**src/memref_regs.svh**
```systemverilog
/*
 * Constants of the memory reference executor: register offsets,
 * status and control bit positions, operation codes and cycle timing.
 * Assumes inclusion by bare name from the module and the bench.
 */
`ifndef MEMREF_REGS_SVH
`define MEMREF_REGS_SVH

// Register port offsets (word index)
`define REG_STATUS      4'h0
`define REG_PC          4'h1
`define REG_AC          4'h2
`define REG_IO          4'h3
`define REG_MBUF        4'h4
`define REG_CONTROL     4'h5

// Status fields
`define ST_RUNNING      0
`define ST_OVERFLOW     1
`define ST_STOP_REQ     2
`define ST_SENSE_LSB    4
// Control fields
`define CTL_STOP        0
`define CTL_CONTINUE    1

// Operation codes in octal (bits 0..5 of the word, bit 5 zero)
`define OP_AND          6'o02
`define OP_IOR          6'o04
`define OP_XOR          6'o06
`define OP_LAC          6'o20
`define OP_LIO          6'o22
`define OP_DAC          6'o24
`define OP_DAP          6'o26
`define OP_DIP          6'o30
`define OP_DIO          6'o32
`define OP_ADD          6'o40
`define OP_SUB          6'o42
`define OP_IDX          6'o44
`define OP_ISP          6'o46
`define OP_SAD          6'o50
`define OP_SAS          6'o52
`define OP_MUS          6'o54
`define OP_DIS          6'o56
`define OP_JMP          6'o60
`define OP_JSP          6'o62
`define OP_IOT          6'o72

// Timing
`define CLK_PERIOD_NS   10
`define MC_TIME_NS      5000
`define MC_CLKS         (`MC_TIME_NS / `CLK_PERIOD_NS)

// Reset values
`define RST_WORD        18'h00000
`define RST_ADDR        12'h000

`endif

```
**src/memref_pkg.sv**
```systemverilog
/*
 * Types of the memory reference executor: phases, console switch
 * bundle, memory request, indicator lights and the machine state.
 * Assumes memref_regs.svh on the include path.
 */
package memref_pkg;

    typedef enum logic [2:0] {
        PH_HALT, PH_FETCH, PH_DEFER, PH_EXEC, PH_IOWAIT, PH_EXAM, PH_DEP
    } phase_t;

    typedef struct packed {
        logic        start;
        logic        stop;
        logic        cont;
        logic        examine;
        logic        deposit;
        logic        read_in;
        logic        single_cycle;
        logic        test;
        logic [11:0] test_address;
        logic [17:0] test_word;
        logic [5:0]  sense;
    } console_t;

    typedef struct packed {
        logic        re;
        logic        we;
        logic [11:0] addr;
        logic [17:0] wdata;
    } mem_req_t;

    typedef struct packed {
        logic        running;
        logic        overflow;
        logic [11:0] pc;
        logic [11:0] ma;
        logic [17:0] ac;
        logic [17:0] io;
        logic [17:0] memory_buffer_register;
        logic [17:0] ir;
    } lights_t;

    typedef struct packed {
        phase_t      phase;
        phase_t      resume;
        logic [15:0] cnt;
        logic [17:0] ac;
        logic [17:0] io;
        logic [17:0] mbuf;
        logic [17:0] ir;
        logic [11:0] pc;
        logic [11:0] ma;
        logic        ovf;
        logic        stop_req;
        logic        wr;
        logic        readin;
        logic        io_go;
        logic [31:0] rdata;
        console_t    sync1;
        console_t    sync2;
        console_t    prev;
    } state_t;

endpackage

```
**src/memref_exec.sv**
```systemverilog
/*
 * Execution control and console of an 18-bit single-address processor.
 * Assumes a core memory that answers a read strobe with data on the next
 * clock and takes a write in the cycle its strobe is high; console
 * switches arrive asynchronously; the register port is on sys_clk.
 */
`timescale 1ns/10ps
`default_nettype none

`include "memref_regs.svh"

// Functional notes
// - Instructions take whole 5 us memory cycles; memory references two, jumps one.
// - In-out transfer takes one cycle, or waits for the device when wait chosen.
// - Each indirect level adds one 5 us memory cycle.
// - Console holds 12-bit address, 18-bit word and six sense switches.
// - Start runs from the address switch location.
// - Stop halts after the current memory cycle completes.
// - Continue resumes from the held machine state.
// - Examine reads the switch address into accumulator and memory buffer.
// - Deposit writes the word switches at the switch address.
// - Read-in starts the tape reader in loading mode.
// - Single-cycle halts after every cycle; continue steps one cycle.
// - Test switch repeats the instruction at the switch address.
// - Add and subtract in ones' complement, setting overflow on excess.
// - Multiply step adds when in-out bit 17 set, then shifts pair right.
// - Divide step rotates left, in-out bit 17 takes the inverted accumulator sign, then subtracts or adds plus one.
// - Index writes operand plus one to memory and accumulator; isp skips if positive.
// - And, exclusive or, inclusive or combine operand into accumulator.
// - Load copies the word into accumulator or in-out register.
// - Store writes accumulator or in-out register to memory.
// - Deposit address part writes bits 6..17; instruction part bits 0..5.
// - Jump loads the address; jump-and-save first copies the counter.
// - Compare-skips skip on differ (50) or on identical (52).
// - Opcode in bits 0..4, indirect bit 5, address bits 6..17.
// - Words are ones' complement, bit 0 sign, bit 17 least significant.
// - Overflow is sticky, cleared only by start or reset.
module memref_exec #(
    parameter int unsigned MC_CYCLES = `MC_CLKS
) (
    input  wire logic                sys_clk,
    input  wire logic                srst,
    input  wire memref_pkg::console_t console,
    input  wire logic [17:0]         mem_rdata,
    input  wire logic                io_done,
    input  wire logic [3:0]          reg_addr,
    input  wire logic [31:0]         reg_wdata,
    input  wire logic                reg_wr,
    input  wire logic                reg_rd,
    output logic [31:0]              reg_rdata,
    output memref_pkg::mem_req_t     mem,
    output memref_pkg::lights_t      lights,
    output logic                     io_start,
    output logic                     reader_read_in
);
    import memref_pkg::*;

    ////////////////////////////////////////////////////////////////////////
    // Helpers

    // Bit k of the word is vector bit 17-k
    function automatic logic [17:0] oc_add(input logic [17:0] a, input logic [17:0] b);
        logic [18:0] t;
        t = {1'b0, a} + {1'b0, b};
        return t[17:0] + {17'h0, t[18]};
    endfunction

    function automatic logic oc_ovf(input logic [17:0] a, input logic [17:0] b,
                                    input logic [17:0] r);
        return (a[17] == b[17]) && (r[17] != a[17]);
    endfunction

    function automatic logic is_memref(input logic [5:0] op);
        return op inside {`OP_AND, `OP_IOR, `OP_XOR, `OP_LAC, `OP_LIO, `OP_DAC,
                          `OP_DAP, `OP_DIP, `OP_DIO, `OP_ADD, `OP_SUB, `OP_IDX,
                          `OP_ISP, `OP_SAD, `OP_SAS, `OP_MUS, `OP_DIS};
    endfunction

    ////////////////////////////////////////////////////////////////////////
    // State

    state_t s;
    state_t next_s;

    localparam logic [15:0] LAST = 16'(MC_CYCLES - 1);

    logic     last;
    logic     mem_phase;
    console_t press;
    logic [5:0]  op;
    logic        ind;
    logic [17:0] y;
    logic [35:0] pair;
    logic [17:0] sum;
    logic        halting;
    phase_t      nxt;

    assign op        = {s.ir[17:13], 1'b0};
    assign ind       = s.ir[12];
    assign last      = (s.cnt == LAST);
    assign mem_phase = s.phase inside {PH_FETCH, PH_DEFER, PH_EXEC, PH_EXAM, PH_DEP};
    assign press     = s.sync2 & ~s.prev;

    always_comb begin
        next_s = s;
        next_s.readin = 1'b0;
        next_s.io_go  = 1'b0;
        nxt     = s.phase;
        halting = 1'b0;
        y       = mem_rdata;
        pair    = 36'h0;
        sum     = 18'h0;

        // Only the second stage and its copy are looked at
        next_s.sync1 = console;
        next_s.sync2 = s.sync1;
        next_s.prev  = s.sync2;

        // Memory cycle timer; held at zero outside memory cycles
        if (mem_phase) begin
            next_s.cnt = last ? 16'h0 : s.cnt + 16'h1;
        end

        unique case (s.phase)
            PH_HALT: begin
                if (press.start) begin
                    next_s.pc       = s.sync2.test_address;
                    next_s.ma       = s.sync2.test_address;
                    next_s.ovf      = 1'b0;
                    next_s.stop_req = 1'b0;
                    next_s.phase    = PH_FETCH;
                end else if (press.cont || (reg_wr && reg_addr == `REG_CONTROL
                                            && reg_wdata[`CTL_CONTINUE])) begin
                    next_s.stop_req = 1'b0;
                    next_s.phase    = s.resume;
                end else if (press.examine) begin
                    next_s.ma    = s.sync2.test_address;
                    next_s.phase = PH_EXAM;
                end else if (press.deposit) begin
                    next_s.ma    = s.sync2.test_address;
                    next_s.mbuf  = s.sync2.test_word;
                    next_s.wr    = 1'b1;
                    next_s.phase = PH_DEP;
                end else if (press.read_in) begin
                    next_s.readin = 1'b1;
                end
            end
            PH_FETCH: begin
                if (s.cnt == 16'h1) begin
                    next_s.mbuf = mem_rdata;
                    next_s.ir = mem_rdata;
                    if (!s.sync2.test) begin
                        next_s.pc = s.pc + 12'h1;
                    end
                end
                if (last) begin
                    if (op == `OP_JMP || op == `OP_JSP) begin
                        if (ind) begin
                            nxt = PH_DEFER;
                        end else begin
                            nxt = PH_FETCH;
                            if (op == `OP_JSP) begin
                                next_s.ac = {6'h00, s.pc};
                            end
                            next_s.pc = s.ir[11:0];
                        end
                        next_s.ma = s.ir[11:0];
                    end else if (is_memref(op)) begin
                        nxt       = ind ? PH_DEFER : PH_EXEC;
                        next_s.ma = s.ir[11:0];
                    end else if (op == `OP_IOT) begin
                        next_s.io_go = 1'b1;
                        nxt = ind ? PH_IOWAIT : PH_FETCH;
                    end else begin
                        // Augmented groups are carried out elsewhere
                        nxt = PH_FETCH;
                    end
                end
            end
            PH_DEFER: begin
                if (s.cnt == 16'h1) begin
                    next_s.mbuf = mem_rdata;
                end
                if (last) begin
                    next_s.ma = s.mbuf[11:0];
                    if (s.mbuf[12]) begin
                        nxt = PH_DEFER;
                    end else if (op == `OP_JMP || op == `OP_JSP) begin
                        if (op == `OP_JSP) begin
                            next_s.ac = {6'h00, s.pc};
                        end
                        next_s.pc = s.mbuf[11:0];
                        nxt = PH_FETCH;
                    end else begin
                        nxt = PH_EXEC;
                    end
                end
            end
            PH_EXEC: begin
                if (s.cnt == 16'h1) begin
                    next_s.mbuf = y;
                    unique case (op)
                        `OP_ADD: begin
                            sum = oc_add(s.ac, y);
                            next_s.ac = sum;
                            if (oc_ovf(s.ac, y, sum)) next_s.ovf = 1'b1;
                        end
                        `OP_SUB: begin
                            sum = oc_add(s.ac, ~y);
                            next_s.ac = sum;
                            if (oc_ovf(s.ac, ~y, sum)) next_s.ovf = 1'b1;
                        end
                        `OP_MUS: begin
                            sum  = s.io[0] ? oc_add(s.ac, y) : s.ac;
                            pair = {1'b0, sum, s.io[17:1]};
                            next_s.ac = pair[35:18];
                            next_s.io = pair[17:0];
                        end
                        `OP_DIS: begin
                            pair = {s.ac[16:0], s.io, ~s.ac[17]};
                            sum  = pair[0] ? oc_add(pair[35:18], ~y)
                                           : oc_add(oc_add(pair[35:18], y), 18'h1);
                            next_s.ac = sum;
                            next_s.io = pair[17:0];
                        end
                        `OP_IDX, `OP_ISP: begin
                            sum = oc_add(y, 18'h1);
                            next_s.ac = sum;
                            next_s.mbuf = sum;
                            next_s.wr = 1'b1;
                            if (op == `OP_ISP && !sum[17]) next_s.pc = s.pc + 12'h1;
                        end
                        `OP_AND: next_s.ac = s.ac & y;
                        `OP_XOR: next_s.ac = s.ac ^ y;
                        `OP_IOR: next_s.ac = s.ac | y;
                        `OP_LAC: next_s.ac = y;
                        `OP_LIO: next_s.io = y;
                        `OP_DAC: begin
                            next_s.mbuf = s.ac;
                            next_s.wr = 1'b1;
                        end
                        `OP_DIO: begin
                            next_s.mbuf = s.io;
                            next_s.wr = 1'b1;
                        end
                        `OP_DAP: begin
                            next_s.mbuf = {y[17:12], s.ac[11:0]};
                            next_s.wr = 1'b1;
                        end
                        `OP_DIP: begin
                            next_s.mbuf = {s.ac[17:12], y[11:0]};
                            next_s.wr = 1'b1;
                        end
                        `OP_SAD: if (y != s.ac) next_s.pc = s.pc + 12'h1;
                        `OP_SAS: if (y == s.ac) next_s.pc = s.pc + 12'h1;
                        default: ;
                    endcase
                end
                if (last) begin
                    nxt = PH_FETCH;
                end
            end
            PH_IOWAIT: begin
                // No memory traffic while the device completes
                if (s.sync2.stop == 1'b0 && io_done) begin
                    nxt = PH_FETCH;
                end
            end
            PH_EXAM: begin
                if (s.cnt == 16'h1) begin
                    next_s.ac = mem_rdata;
                    next_s.mbuf = mem_rdata;
                end
                if (last) begin
                    next_s.phase = PH_HALT;
                end
            end
            PH_DEP: begin
                if (last) begin
                    next_s.wr    = 1'b0;
                    next_s.phase = PH_HALT;
                end
            end
            default: next_s.phase = PH_HALT;
        endcase

        // End of an instruction cycle: continue or park for continue
        if ((last && s.phase inside {PH_FETCH, PH_DEFER, PH_EXEC})
            || (s.phase == PH_IOWAIT && nxt == PH_FETCH)) begin
            next_s.wr = 1'b0;
            if (nxt == PH_FETCH) begin
                next_s.ma = s.sync2.test ? s.sync2.test_address : next_s.pc;
            end
            halting = s.stop_req || s.sync2.single_cycle;
            next_s.phase  = halting ? PH_HALT : nxt;
            next_s.resume = nxt;
        end

        // Stop requests win over the clear made by continue
        if (press.stop || (reg_wr && reg_addr == `REG_CONTROL && reg_wdata[`CTL_STOP])) begin
            next_s.stop_req = 1'b1;
        end

        next_s.rdata = 32'h0;
        if (reg_rd) begin
            unique case (reg_addr)
                `REG_STATUS: begin
                    next_s.rdata[`ST_RUNNING]  = (s.phase != PH_HALT);
                    next_s.rdata[`ST_OVERFLOW] = s.ovf;
                    next_s.rdata[`ST_STOP_REQ] = s.stop_req;
                    next_s.rdata[`ST_SENSE_LSB +: 6] = s.sync2.sense;
                end
                `REG_PC: next_s.rdata = {20'h0, s.pc};
                `REG_AC: next_s.rdata = {14'h0, s.ac};
                `REG_IO: next_s.rdata = {14'h0, s.io};
                `REG_MBUF: next_s.rdata = {14'h0, s.mbuf};
                default: next_s.rdata = 32'h0;
            endcase
        end
    end

    always_ff @(posedge sys_clk) begin
        if (srst) begin
            s          <= '0;
            s.phase    <= PH_HALT;
            s.resume   <= PH_FETCH;
            s.ac       <= `RST_WORD;
            s.io       <= `RST_WORD;
            s.pc       <= `RST_ADDR;
        end else begin
            s <= next_s;
        end
    end

    ////////////////////////////////////////////////////////////////////////
    // Outputs

    assign mem.re    = mem_phase && (s.phase != PH_DEP) && (s.cnt == 16'h0);
    assign mem.we    = s.wr && last && (s.phase inside {PH_EXEC, PH_DEP});
    assign mem.addr  = s.ma;
    assign mem.wdata = s.mbuf;

    assign lights.running  = (s.phase != PH_HALT);
    assign lights.overflow = s.ovf;
    assign lights.pc       = s.pc;
    assign lights.ma       = s.ma;
    assign lights.ac       = s.ac;
    assign lights.io       = s.io;
    assign lights.memory_buffer_register = s.mbuf;
    assign lights.ir       = s.ir;

    assign reg_rdata      = s.rdata;
    assign io_start       = s.io_go;
    assign reader_read_in = s.readin;
endmodule

`default_nettype wire

```
**config.mk**
```make
export PLATFORM = sky130hd
export DESIGN_NAME = memref_exec
export DESIGN_NICKNAME = d
export VERILOG_FILES = /design/src/memref_pkg.sv /design/src/memref_exec.sv
export VERILOG_INCLUDE_DIRS = /design/src /design/src/src
export SDC_FILE = /design/constraint.sdc
export NUM_CORES = 1
export LEC_CHECK = 0
export BUFFER_PORTS_ARGS = -buffer_cell sky130_fd_sc_hd__clkbuf_2
export CORE_MARGIN = 2
export CORE_UTILIZATION = 30
export DETAILED_ROUTE_END_ITERATION = 8
export MAX_ROUTING_LAYER = met4
export PLACE_DENSITY_LB_ADDON = 0.15
export SYNTH_ARGS = -nofsm -noshare
export SYNTH_HDL_FRONTEND = slang
export SYNTH_SLANG_ARGS = --single-unit
```
**constraint.sdc**
```tcl
create_clock -name sys_clk -period 7 [get_ports sys_clk]
set_input_delay 0.7 -clock sys_clk [delete_from_list [all_inputs] [get_ports sys_clk]]
set_output_delay 0.7 -clock sys_clk [all_outputs]
set_load 0.02 [all_outputs]
```
==> results.yml <==
die:
  die_area_mm2: 0.0737
  dieHeight_um: 271
  ios: 267
  start_util_pct: 30.2
  fp.dieW_um: 271
  coreArea_mm2: 0.0711
  rows: 98
logic_synthesis:
  yosysSeqAreaShare_pct: 21.9
  synth-edff-count: 0
  synthFlopType: "dfxtp_1"
  synthArstFlopShare_pct: 0
  yosysWarnings: 0
  synth_area_mm2: 0.0215
  synth-seq-cells: 235
  synth_cell_types: 101
  syn-mean-instance-area_um2: 7.48
  netlist_instances: 2868
global_route:
  grt_pass1_vias: 21300
  grt_pass1_wl_um: 146000
  antenna_found_initial: 5
  grt_max_degree: 77
  grt_use_total_pct: 26.9
  overflow: 0
timing:
  drv_slew: 0
  fin_skew_ps: 23.8
  setup_viol: 0
  final.period_utilization_pct: 95.2
  worst_slew_pin_slew_ps: 1300
  max-slew-margin-rel_pct: 13.1
  hold_slack_ps: 307
  hold_viol: 0
  max_freq_mhz: 150
  fin_crit_ps: 6660
clocking:
  root_buffer: "clkbuf_16"
  htree_levels: 1
  cts.path.max_buffers: 3
  cts_tree: "done"
  postCtsHoldBufs: 0
  cts_sinks: 235
  numCtsBuffers: 28
  clk_latency_ps: 600
  clk_pin_slew_ps: 60
placement:
  placement.io_buffers: 222
  place_area_mm2: 0.0236
  place.gp.congestion: 0.970
  hpwl_um: 79300
flow_run:
  maxCapViolCount: 0
detailed_routing:
  drt_wl_total_um: 101000
  via_count: 23000
  drt-pass1-iter-count: 8
  route.detailed.drc: 0
  via_per_inst: 5.79
  avgRoutedWirePerCell_um: 25.4
  drtIter0Drc: 2847
  drt.antenna.violating_nets: 0
critical_path:
  critPathArrivalTime_ps: 7160
  crit_required_ps: 7500
  cp_slowest_cell: "a311o_1"
  cp_max_fo: 3
  critPathMostFrequentCell: "ha_4"
  critPathLaunchType: "register"
  cp-end-kind: "register"
  crit_type: "reg -> reg"
  cp_slowest_stage_delay_ps: 470
layout:
  layout-drive-gt1-share_pct: 19.9
  area_delta_synth_final_pct: 15.6
  final_area_mm2: 0.0248
  nFillCells: 7673
  nNetsFinal: 3222
power:
  finalPower_mw: 5.49
  peakVddDrop_mv: 0.192
  power_density_mw_per_mm2: 221
  p_leak_nw: 9.56
status:
  status: "finished, final reports clean"
hold_path:
  hp-class: "in -> reg"
state kept, by name (all words and copies together), names as in the netlist:
register / cells
io_start: 1
lights: 97
next_s: 88
reader_read_in: 1
reg_rdata: 18
s: 30
report_power, final:
part	internal, mW	switching, mW	total (mW)
registers	1.45	0.232	1.68
clock network	0.970	0.658	1.63
logic	0.729	1.45	2.18
cell type report:
type / count / area (um2) / area share (%)
antenna: 1 / 2.50 / 0.0101
clock buffer: 36 / 771 / 3.11
clock inverter: 15 / 246 / 0.994
inverter: 100 / 375 / 1.51
multi-input combinational: 2192 / 14700 / 59.2
sequential: 235 / 4710 / 19.0
tap: 950 / 1190 / 4.79
timing repair buffer: 450 / 2830 / 11.4
cell usage after synthesis, types with 38 or more instances:
cell type / instances / area, um2
a211oi_1: 53 / 398
nand2_1: 248 / 931
nand3_1: 69 / 345
a22oi_1: 56 / 420
inv_1: 96 / 360
o21ai_0: 142 / 711
xor2_1: 54 / 473
a21oi_1: 205 / 1030
nor2_1: 260 / 976
dfxtp_1: 235 / 4700
a222oi_1: 38 / 380
nor3_1: 65 / 325
clkbuf_1: 167 / 627
xnor2_1: 114 / 998
ha_1: 108 / 1350
nor2b_1: 118 / 738
buf_4: 160 / 1200
timing repair:
action / in CTS / in global routing
setup endpoints to repair: 12 / 12
buffers inserted: 0 / 4
gates resized for setup: 5 / 30
pin swaps: 2 / 17
per-layer routing:
metal	vias to the layer above	global-route usage [%]	wire, um
li1	10600	-	-
met1	11200	38.7	46600
met2	1163	39.2	42600
met3	152	3.74	8570
met4	0	7.13	3100
met5	-	-	0
cells in the final DEF, fill, tap and decap left out, types with 31 or more instances in the layout:
| master | n |
|---|---|
| mux2i_1 | 37 |
| nor2_1 | 255 |
| nand2_1 | 247 |
| a22oi_1 | 56 |
| a222oi_1 | 38 |
| inv_1 | 96 |
| ha_1 | 104 |
| o21ai_0 | 140 |
| a311oi_1 | 33 |
| nor3_1 | 58 |
| xnor2_1 | 114 |
| nor2b_1 | 117 |
| a21oi_1 | 204 |
| buf_4 | 228 |
| a221oi_1 | 32 |
| dfxtp_1 | 234 |
| nand3_1 | 68 |
| xor2_1 | 54 |
| a21o_1 | 31 |
| clkbuf_2 | 221 |
| and3_1 | 31 |
| a211oi_1 | 53 |
path summary, 6_finish.rpt:
| path | start | to | slack (ps) | cells past startpoint |
|---|---|---|---|---|
| max | lights[53]$_SDFFE_PP0P_ | lights[64]$_SDFFE_PP0P_ | 340 | 35 |
| min | console[13] | next_s[57]$_SDFF_PP0_ | 310 | 2 |
| max reg2reg | lights[53]$_SDFFE_PP0P_ | lights[64]$_SDFFE_PP0P_ | 340 | 35 |
| min reg2reg | s[38]$_SDFF_PP0_ | reader_read_in$_SDFF_PP0_ | 400 | 1 |
worst max-delay path: cells and delay by family (launching register included):
family / cells / cell delay [ps]
AO/OA/AOI/OAI: 13 / 2370
XOR/XNOR: 2 / 320
adder cells (fa/ha/maj): 5 / 1010
buffers and inverters: 3 / 360
flip-flops: 1 / 350
AND/OR/NAND/NOR: 12 / 2130
logic make-up (layout without fill, tap and decap cells):
family | count (synthesis) | count (layout) | share of synthesized area, %
AND/OR/NAND/NOR | 1002 | 1002 | 23.6
AO/OA/AOI/OAI | 837 | 837 | 26.9
buffers and inverters | 454 | 601 | 10.9
flip-flops | 235 | 235 | 21.9
XOR/XNOR | 174 | 174 | 7.41
adder cells (fa/ha/maj) | 112 | 112 | 6.67
multiplexers | 53 | 53 | 2.57
other | 1 | 15 | 0.0175
metrics by stage:
stage               setup WS, ps  setup TNS (ps)  std cells  util [%]
finish                       338               0       3979      34.9
global placement            -630           -5250       3923      33.2
detailed placement          -791           -7250       3923      33.2
floorplan                   9.75               0       2881         -
global route               -39.7            -118       3978      34.9
CTS                         59.6               0       3974      34.6
No activity file was read; power rests on OpenSTA's default activity.
